### src/omd_regs.svh
`ifndef OMD_REGS_SVH
`define OMD_REGS_SVH
// ----------------------------------------
// Escape and prefix byte values
// ----------------------------------------
`define OMD_ESC_0F 8'h0f
`define OMD_ESC_38 8'h38
`define OMD_ESC_3A 8'h3a
`define OMD_PFX_OPSZ 8'h66
`define OMD_PFX_REPNE 8'hf2
`define OMD_PFX_REP 8'hf3
// Float escapes occupy d8..df, upper five bits fixed
`define OMD_FLT_HI 5'h1b
// Memory-form limit of the float specifier byte (00..bf)
`define OMD_FLT_MEM_MAX 8'hbf
// ----------------------------------------
// Field positions of the operand specifier byte
// ----------------------------------------
`define OMD_MOD_HI 7
`define OMD_MOD_LO 6
`define OMD_REG_HI 5
`define OMD_REG_LO 3
`define OMD_RM_HI 2
`define OMD_RM_LO 0
`define OMD_MOD_REG 2'h3
// ----------------------------------------
// Fixed register and segment codes
// ----------------------------------------
`define OMD_SEG_ES 3'h0
`define OMD_SEG_DS 3'h3
`define OMD_IDX_SI 4'h6
`define OMD_IDX_DI 4'h7
`endif

### src/omd_pkg.sv
// ----------------------------------------
// Shared types of the opcode map decoder
// ----------------------------------------
package omd_pkg;
  // Which map a lookup indexes
  typedef enum logic [1:0] {
    MAP_ONE = 2'b00,
    MAP_TWO = 2'b01,
    MAP_T38 = 2'b10,
    MAP_T3A = 2'b11
  } omd_map_e;
  // Addressing method of an operand
  typedef enum logic [4:0] {
    AM_A = 5'h00, AM_C = 5'h01, AM_D = 5'h02, AM_E = 5'h03,
    AM_F = 5'h04, AM_G = 5'h05, AM_I = 5'h06, AM_J = 5'h07,
    AM_M = 5'h08, AM_N = 5'h09, AM_O = 5'h0a, AM_P = 5'h0b,
    AM_Q = 5'h0c, AM_R = 5'h0d, AM_S = 5'h0e, AM_U = 5'h0f,
    AM_V = 5'h10, AM_W = 5'h11, AM_X = 5'h12, AM_Y = 5'h13
  } omd_method_e;
  // Operand type
  typedef enum logic [3:0] {
    OT_A = 4'h0, OT_B = 4'h1, OT_C = 4'h2, OT_D = 4'h3,
    OT_DQ = 4'h4, OT_P = 4'h5, OT_PI = 4'h6, OT_PS = 4'h7,
    OT_Q = 4'h8, OT_S = 4'h9, OT_SS = 4'ha, OT_SI = 4'hb,
    OT_V = 4'hc, OT_W = 4'hd, OT_Z = 4'he
  } omd_type_e;
  // Operand-size attribute
  typedef enum logic [1:0] {
    OS_16 = 2'b00,
    OS_32 = 2'b01,
    OS_64 = 2'b10
  } omd_osz_e;
  // Decoder position in the byte stream
  typedef enum logic [1:0] {
    ST_OPC = 2'b00,
    ST_ESC = 2'b01,
    ST_ESC3 = 2'b10,
    ST_SPEC = 2'b11
  } omd_state_e;
endpackage

### src/omd_core.sv
// Function
// - One-byte map: high nibble row, low column
// - Skip prefixes and 0F, index two-byte map
// - Skip prefixes and 0F38/0F3A, index third byte
// - Specifier reg field extends grouped opcodes
// - Float memory form: escape plus bits 3-5
// - Float register form: whole specifier byte
// - Direct address: no specifier, no base/index
// - Reg field selects control or debug register
// - Register-or-memory specifier with full address
// - Reg field selects general register, 000 accumulator
// - Memory-only needs memory; register-only R needs register, N and U are not checked
// - Direct offset: no specifier, address-size width
// - Quadword vector register by reg or r/m
// - Wide vector register by reg or r/m
// - Reg field selects segment register
// - String source DS:SI, destination ES:DI
// - Immediate follows; relative adds to pointer
// - Fixed types ignore size; z word or dword
// - Pointer, descriptor, v sizes by attribute
// - Size-dependent register width follows attribute
// - Extension bit selects extended register for G reg-field operands only
`timescale 1ns/100ps
`default_nettype none
`include "omd_regs.svh"
module omd_core (
  // Clock and reset
  input wire logic clk,
  input wire logic sys_rst,
  // Instruction byte stream from fetch
  input wire logic byte_valid,
  input wire logic [7:0] byte_data,
  // Mode attributes
  input wire omd_pkg::omd_osz_e op_size,
  input wire logic addr_size_32,
  input wire logic register_extension_bit,
  // Map table lookup, combinational on this clock
  output logic lk_en,
  output omd_pkg::omd_map_e lk_map,
  output logic [3:0] lk_row,
  output logic [3:0] lk_col,
  input wire logic lk_present,
  input wire logic lk_has_spec,
  input wire logic lk_group,
  input wire omd_pkg::omd_method_e lk_method,
  input wire omd_pkg::omd_type_e lk_type,
  // Decoded result to execution
  output logic dec_valid,
  output logic dec_undef,
  output omd_pkg::omd_map_e dec_map,
  output logic [3:0] dec_row,
  output logic [3:0] dec_col,
  output logic dec_ext_valid,
  output logic [2:0] dec_ext,
  output logic dec_float,
  output logic dec_flt_regform,
  output logic [2:0] dec_flt_esc,
  output logic [7:0] dec_flt_op,
  output omd_pkg::omd_method_e dec_method,
  output logic dec_is_mem,
  output logic [3:0] dec_reg,
  output logic [2:0] dec_seg,
  output logic [7:0] dec_bits,
  output logic [5:0] dec_offset_bits,
  output logic dec_imm_follows,
  output logic dec_rel_follows
);
  import omd_pkg::*;

  // ----------------------------------------
  // Byte classification
  // ----------------------------------------
  omd_state_e state_q; // Position in the opcode bytes
  omd_state_e state_d; // Next position
  logic is_prefix; // Byte is any instruction prefix
  logic is_flt; // Byte is a float escape opcode
  logic emit; // Result is registered this cycle
  logic emit_undef; // Result is undefined
  logic [7:0] spec; // Specifier byte used for the result
  logic esc3_q; // Second escape was 3a

  // Prefixes are skipped only in ST_OPC, before the first opcode byte
  always_comb begin
    case (byte_data)
      8'h26, 8'h2e, 8'h36, 8'h3e, 8'h64, 8'h65, 8'h67, 8'hf0,
      `OMD_PFX_OPSZ, `OMD_PFX_REPNE, `OMD_PFX_REP: is_prefix = 1'b1;
      default: is_prefix = 1'b0;
    endcase
  end

  assign is_flt = (byte_data[7:3] == `OMD_FLT_HI);

  // ----------------------------------------
  // Map lookup addressing
  // ----------------------------------------
  // Lookup runs on the byte that finally names the opcode
  always_comb begin
    lk_en = 1'b0;
    lk_map = MAP_ONE;
    case (state_q)
      ST_OPC: begin
        lk_en = byte_valid && !is_prefix && !is_flt &&
                (byte_data != `OMD_ESC_0F);
        lk_map = MAP_ONE;
      end
      ST_ESC: begin
        lk_en = byte_valid && (byte_data != `OMD_ESC_38) &&
                (byte_data != `OMD_ESC_3A);
        lk_map = MAP_TWO;
      end
      ST_ESC3: begin
        lk_en = byte_valid;
        lk_map = esc3_q ? MAP_T3A : MAP_T38;
      end
      default: begin
        lk_en = 1'b0;
        lk_map = MAP_ONE;
      end
    endcase
  end

  // Row from the high nibble, column from the low
  assign lk_row = byte_data[7:4];
  assign lk_col = byte_data[3:0];

  // ----------------------------------------
  // Opcode latch while waiting for the specifier
  // ----------------------------------------
  logic flt_q; // Pending opcode is a float escape
  logic [2:0] flt_esc_q; // Low bits of the float escape
  omd_map_e map_q; // Pending map
  logic [3:0] row_q; // Pending row
  logic [3:0] col_q; // Pending column
  logic group_q; // Pending opcode uses an extension
  omd_method_e meth_q; // Pending addressing method
  omd_type_e type_q; // Pending operand type

  // Direct address and offset forms never wait for a specifier
  logic need_spec;
  assign need_spec = lk_has_spec && (lk_method != AM_A) &&
                     (lk_method != AM_O);

  // Capture what the lookup said about the opcode
  always_ff @(posedge clk) begin
    if (sys_rst) begin
      esc3_q <= 1'b0;
      flt_q <= 1'b0;
      flt_esc_q <= 3'h0;
      map_q <= MAP_ONE;
      row_q <= 4'h0;
      col_q <= 4'h0;
      group_q <= 1'b0;
      meth_q <= AM_E;
      type_q <= OT_V;
    end else if (byte_valid) begin
      if (state_q == ST_ESC) begin
        esc3_q <= (byte_data == `OMD_ESC_3A);
      end
      if (state_q == ST_OPC && is_flt) begin
        flt_q <= 1'b1;
        flt_esc_q <= byte_data[2:0];
        meth_q <= AM_E;
        type_q <= OT_V;
      end else if (lk_en) begin
        flt_q <= 1'b0;
        map_q <= lk_map;
        row_q <= lk_row;
        col_q <= lk_col;
        group_q <= lk_group;
        meth_q <= lk_method;
        type_q <= lk_type;
      end
    end
  end

  // ----------------------------------------
  // Sequencer
  // ----------------------------------------
  // Bytes after the specifier (displacement, immediate) pass on
  // to execution; this front end does not count them
  always_comb begin
    state_d = state_q;
    emit = 1'b0;
    emit_undef = 1'b0;
    if (byte_valid) begin
      case (state_q)
        ST_OPC: begin
          if (is_prefix) begin
            state_d = ST_OPC;
          end else if (byte_data == `OMD_ESC_0F) begin
            state_d = ST_ESC;
          end else if (is_flt) begin
            state_d = ST_SPEC;
          end
        end
        ST_ESC: begin
          if (byte_data == `OMD_ESC_38 || byte_data == `OMD_ESC_3A) begin
            state_d = ST_ESC3;
          end
        end
        ST_SPEC: begin
          emit = 1'b1;
          state_d = ST_OPC;
          // Form checks on mod
          if (!flt_q && meth_q == AM_M &&
              spec[`OMD_MOD_HI:`OMD_MOD_LO] == `OMD_MOD_REG) begin
            emit_undef = 1'b1;
          end
          if (!flt_q && meth_q == AM_R &&
              spec[`OMD_MOD_HI:`OMD_MOD_LO] != `OMD_MOD_REG) begin
            emit_undef = 1'b1;
          end
        end
        default: state_d = ST_OPC;
      endcase
      if (lk_en) begin
        // Empty positions end the opcode at once
        if (!lk_present) begin
          emit = 1'b1;
          emit_undef = 1'b1;
          state_d = ST_OPC;
        end else if (need_spec) begin
          state_d = ST_SPEC;
        end else begin
          emit = 1'b1;
          state_d = ST_OPC;
        end
      end
    end
  end

  // Position register
  always_ff @(posedge clk) begin
    if (sys_rst) begin
      state_q <= ST_OPC;
    end else begin
      state_q <= state_d;
    end
  end

  // ----------------------------------------
  // Operand resolution
  // ----------------------------------------
  omd_map_e r_map; // Map of the emitted opcode
  logic [3:0] r_row; // Row of the emitted opcode
  logic [3:0] r_col; // Column of the emitted opcode
  logic r_grp; // Extension applies
  omd_method_e r_meth; // Method of the emitted operand
  omd_type_e r_type; // Type of the emitted operand
  logic r_has_spec; // A specifier byte was read
  logic r_mem; // Operand is in memory
  logic [3:0] r_reg; // Register selector
  logic [2:0] r_seg; // Segment for string operands
  logic [7:0] r_bits; // Operand width in bits

  // Specifier is the current byte only when it is consumed as one
  assign spec = (state_q == ST_SPEC) ? byte_data : 8'h00;

  // Choose latched or live lookup data
  always_comb begin
    r_has_spec = (state_q == ST_SPEC);
    r_map = r_has_spec ? map_q : lk_map;
    r_row = r_has_spec ? row_q : lk_row;
    r_col = r_has_spec ? col_q : lk_col;
    r_grp = r_has_spec ? group_q : 1'b0;
    r_meth = r_has_spec ? meth_q : lk_method;
    r_type = r_has_spec ? type_q : lk_type;
  end

  // Operand location by addressing method
  always_comb begin
    r_mem = 1'b0;
    r_reg = 4'h0;
    r_seg = `OMD_SEG_DS;
    case (r_meth)
      // No specifier: the address is in the instruction
      AM_A, AM_O: r_mem = 1'b1;
      // Reg field names control, debug or segment register
      AM_C, AM_D, AM_S: begin
        r_reg = {1'b0, spec[`OMD_REG_HI:`OMD_REG_LO]};
      end
      // Accumulator is 000; extension picks r8..r15
      AM_G: begin
        r_reg = {register_extension_bit,
                 spec[`OMD_REG_HI:`OMD_REG_LO]};
      end
      // Vector registers by reg field
      AM_P, AM_V: begin
        r_reg = {1'b0, spec[`OMD_REG_HI:`OMD_REG_LO]};
      end
      // Register-only forms by r/m
      AM_N, AM_U, AM_R: begin
        r_reg = {1'b0, spec[`OMD_RM_HI:`OMD_RM_LO]};
      end
      // Register or computed memory address
      AM_E, AM_Q, AM_W, AM_M: begin
        r_mem = (spec[`OMD_MOD_HI:`OMD_MOD_LO] != `OMD_MOD_REG);
        r_reg = {1'b0, spec[`OMD_RM_HI:`OMD_RM_LO]};
      end
      // String operands use fixed segment and index
      AM_X: begin
        r_mem = 1'b1;
        r_seg = `OMD_SEG_DS;
        r_reg = `OMD_IDX_SI;
      end
      AM_Y: begin
        r_mem = 1'b1;
        r_seg = `OMD_SEG_ES;
        r_reg = `OMD_IDX_DI;
      end
      default: begin
        r_mem = 1'b0;
        r_reg = 4'h0;
      end
    endcase
  end

  // Width by type and operand-size attribute
  always_comb begin
    case (r_type)
      OT_B: r_bits = 8'h08;
      OT_W: r_bits = 8'h10;
      OT_D, OT_SS, OT_SI: r_bits = 8'h20;
      OT_Q, OT_PI: r_bits = 8'h40;
      OT_DQ, OT_PS: r_bits = 8'h80;
      OT_C: r_bits = (op_size == OS_16) ? 8'h10 : 8'h08;
      OT_Z: r_bits = (op_size == OS_16) ? 8'h10 : 8'h20;
      OT_P: r_bits = (op_size == OS_16) ? 8'h20 : 8'h30;
      OT_S: r_bits = (op_size == OS_16) ? 8'h30 : 8'h50;
      OT_A: r_bits = (op_size == OS_16) ? 8'h20 : 8'h40;
      // Register width tracks the attribute
      OT_V: begin
        if (op_size == OS_16) begin
          r_bits = 8'h10;
        end else if (op_size == OS_64) begin
          r_bits = 8'h40;
        end else begin
          r_bits = 8'h20;
        end
      end
      default: r_bits = 8'h00;
    endcase
  end

  // ----------------------------------------
  // Result register
  // ----------------------------------------
  // One pulse per opcode; fields hold until the next result
  always_ff @(posedge clk) begin
    if (sys_rst) begin
      dec_valid <= 1'b0;
      dec_undef <= 1'b0;
      dec_map <= MAP_ONE;
      dec_row <= 4'h0;
      dec_col <= 4'h0;
      dec_ext_valid <= 1'b0;
      dec_ext <= 3'h0;
      dec_float <= 1'b0;
      dec_flt_regform <= 1'b0;
      dec_flt_esc <= 3'h0;
      dec_flt_op <= 8'h00;
      dec_method <= AM_E;
      dec_is_mem <= 1'b0;
      dec_reg <= 4'h0;
      dec_seg <= `OMD_SEG_DS;
      dec_bits <= 8'h00;
      dec_offset_bits <= 6'h00;
      dec_imm_follows <= 1'b0;
      dec_rel_follows <= 1'b0;
    end else begin
      dec_valid <= emit;
      if (emit) begin
        dec_undef <= emit_undef;
        dec_map <= r_map;
        dec_row <= r_row;
        dec_col <= r_col;
        dec_ext_valid <= r_grp && !flt_q;
        dec_ext <= spec[`OMD_REG_HI:`OMD_REG_LO];
        dec_float <= r_has_spec && flt_q;
        dec_flt_esc <= flt_esc_q;
        // Memory form keeps bits 3-5, register form the whole byte
        dec_flt_regform <= (spec > `OMD_FLT_MEM_MAX);
        dec_flt_op <= (spec > `OMD_FLT_MEM_MAX) ? spec :
                      {5'h00, spec[`OMD_REG_HI:`OMD_REG_LO]};
        dec_method <= r_meth;
        dec_is_mem <= r_mem;
        dec_reg <= r_reg;
        dec_seg <= r_seg;
        dec_bits <= r_bits;
        dec_offset_bits <= addr_size_32 ? 6'h20 : 6'h10;
        dec_imm_follows <= (r_meth == AM_I);
        dec_rel_follows <= (r_meth == AM_J);
      end
    end
  end
endmodule
`default_nettype wire

### config.mk
export PLATFORM = sky130hd
export DESIGN_NAME = omd_core
export DESIGN_NICKNAME = d
export VERILOG_FILES = /design/src/omd_pkg.sv /design/src/omd_core.sv
export VERILOG_INCLUDE_DIRS = /design/src /design/src/src
export SDC_FILE = /design/constraint.sdc
export NUM_CORES = 1
export LEC_CHECK = 0
export ABC_AREA = 1
export ABC_CLOCK_PERIOD_IN_PS = 3450
export BUFFER_PORTS_ARGS = -buffer_cell sky130_fd_sc_hd__buf_2
export CORE_ASPECT_RATIO = 1.5
export CORE_UTILIZATION = 58
export DETAILED_ROUTE_END_ITERATION = 7
export GPL_ROUTABILITY_DRIVEN = 0
export PLACE_DENSITY = 0.93
export SETUP_SLACK_MARGIN = 0.15
export SYNTH_ARGS = -nofsm -noshare
export SYNTH_HDL_FRONTEND = slang
export SYNTH_SLANG_ARGS = --single-unit
### constraint.sdc
create_clock -name clk -period 3.45 [get_ports clk]
set_clock_uncertainty 0.1 [all_clocks]
set_input_delay 0.345 -clock clk [delete_from_list [all_inputs] [get_ports clk]]
set_output_delay 0.345 -clock clk [all_outputs]
set_load 0.03 [all_outputs]
==> impl_results.md <==
- Outcome: finished, final reports clean
- Endpoint class of the critical path: output port
- Maximum buffer depth of the clock tree: 2
- Fin crit share: between 70 and 80%
- DR iter-0 viols: around 430
- Lkg Pwr: about 0.0024 uW
- Required time of the critical path: approximately 3.0 ns
- Synth Area per Inst: approximately 6.5 sq um
- Post-CTS Setup Repair Bufs: 0
- Final Hold Viols: 0
- Crit-path leading delay family: buffers and inverters
- VDD IR max: 0.333 mV
- Syn. warnings: 0
- Total Routed Length: approximately 10 mm
- Critical Path Max Stage Delay: 0.45 ns
- Hold_sp: lk_type[2]
- Fin crit period: between 2 and 3 ns
- Hold Path End: type_q[2]
- Reg2Reg Depth: 13
- Min-delay worst type: input pin to flip-flop
- Number of nets in the layout: 700
- Post-Syn Area: about 3900 sq um
- Routed len/inst: about 14 um
- CP max FO: 21
- Max Cap Viol: 0
- Die Ht: about 100 um
- H-tree Lvls: 3
- Vias/cell: 5.57
- Distinct cells, synth: 32
- Worst skew pair latency: roughly 0.36 ns
- HPWL after detailed placement: a little over 7 mm
- Buf/Inv on CP: 4
- R2R Path End: dec_reg[0]
- Area share of the largest cell type after synthesis: 37.7%
- Root buf cell: clkbuf_8
- Levels on crit path: 6
- Critical-path top delay cell: inv_1
- Total CTS buffers: 9
- DRC viols: 0
- Most common cell after layout, fill and taps aside: nand2_1
- Fin worst setup slack: 0.782 ns
- CTS sink count: 74
- Hold_buf cts: 0
- Largest net degree at the start of global routing: 40
- Biggest register: dec_flt_op
- Die W: 69.2 um
- I/O pin cnt: 96
- PD cells: 746 nW/um^2
- Synth area leader: dfxtp_1
- IO buf count: 87
- Vias in the first global route: just under 4000
- Largest cells by area after synthesis: dfxtp_1 38%, nand2_1 24%, nand3_1 7.1%
- Unrepaired setup endpoints after global routing: no
- Final Setup Violations: 0
- Routed Antenna Nets: 0
- Reg2reg setup slack: between 0.7 and 0.8 ns
- Critical path launch point type: flip-flop
- Core outline area: around 6500 sq um
- GR Overflow Total: 0
- Cts repair resizes: 0
- Kind of critical path: flip-flop to output port
- Slew Viols, Final: 0
- Slew HR: a little over half
- Sequential area share after synthesis: 37.7%
- Setup_tns: 0 ns
- Antenna violations before repair: 0
- CTS tree: built
- DP Worst Slack: between 1 and 1.5 ns
- Max Freq: 375 MHz
- # rows: 36
- First-pass GRT wire length: 17.0 mm
- Reg2reg start: state_q[0]
- Critical-path cell list: ha_1 > inv_1 > nand2_1 > buf_4 > inv_2 > buf_2
- Total number of vias: ~4200
- Gate Count Post-Synth: 606
- Drt first pass iters: 7
- Layout cell share with drive strength beyond 1: around 18%
- Worst Path Arrival: 2.22 ns
- Register bit total from synthesis: between 70 and 80
- Clock transition at path regs: around 0.080 ns
- Total track usage: about 30%
- Max reg flops: 7
- Synth-to-layout area growth: 12.8%
- Ant diodes: 0
- Hold Path Stages: 3
- Most frequent cells in the layout: 250 x nand2_1, 87 x buf_2, 74 x dfxtp_1, 56 x nand3_1, 44 x inv_1
- Initial Utilization: between 60% and 70%
- Die area: 7120 sq um
- Tightest Pin Transition: ~0.7 ns
-- kinds of logic (layout without fill, tap and decap cells) --
logic type      Yosys count  after routing  synth area share [%]
buf+inv                  94            155                  12.7
other cells               1              8                0.0954
fa+ha+maj                 4              4                  1.27
flops                    74             74                  37.7
simple gates            365            365                  38.7
compound gates           68             68                  9.58
-- layout make-up --
cell class / count / area [sq um]
Inverter: 50 / 188
Sequential cell: 74 / 1480
Fill cell: 545 / 2090
Clock inverter: 6 / 115
Timing Repair Buffer: 89 / 450
Tap cell: 76 / 95.1
Clock buffer: 10 / 128
Multi-Input combinational cell: 445 / 1980
-- per-layer routing --
metal / global-route usage [%] / vias to the layer above / routed length, um
met5: 0 / - / 0
met2: 51.2 / 230 / 5080
li1: - / 2019 / -
met4: 20.4 / 0 / 516
met1: 32.3 / 1877 / 3860
met3: 7.62 / 53 / 726
-- worst min-delay path, delay by kind of cell --
family,cells,cell delay (ns)
compound gates,1,0.07
simple gates,1,0.05
buf+inv,1,0.09
-- synthesized netlist by cell type --
cell type / n
buf_6: 7
o211ai_1: 5
nand2_4: 2
o31ai_1: 1
a21boi_2: 1
o21ai_0: 19
nand2_1: 250
nand3_2: 2
buf_1: 2
clkinv_1: 1
buf_2: 5
nor2_8: 1
clkbuf_1: 7
nor2_4: 1
ha_1: 4
inv_1: 44
a21oi_1: 37
nand2_2: 1
conb_1: 1
nor3_1: 4
dfxtp_1: 74
o21ai_1: 1
nor3_2: 1
nor2_2: 1
nor4_1: 1
nand3_1: 56
nor2_1: 40
a21oi_4: 1
nand4_1: 5
inv_2: 5
buf_4: 23
o22ai_1: 3
-- worst max path at each step --
stage | start | to | slack [ns]
after floorplan | state_q[0] | lk_en | 1.52
after global placement | byte_data[6] | lk_en | 1.09
after detailed placement | state_q[0] | dec_reg[0] | 1.01
after CTS | state_q[0] | lk_en | 0.80
after global routing | state_q[0] | dec_reg[0] | 0.64
final | state_q[0] | lk_en | 0.78
-- report_power, final --
part	leakage, uW	switching [uW]	internal, uW
sequential	0.000604	84.4	1020
clock	0.000117	325	483
combinational	0.00164	1030	378
-- per-stage QoR --
stage                     hold slack, ns  total power, uW  area, sq um  util [%]  std cells
after floorplan                    0.319             2250         3960         -        613
after global placement             0.330             2430         4190      64.2        734
after detailed placement           0.333             2480         4190      64.2        734
after CTS                          0.126             3290         4440      67.9        750
after global routing               0.137             3520         4440      67.9        750
final                              0.128             3310         4440      67.9        750
(Power assumes the default switching activity.)
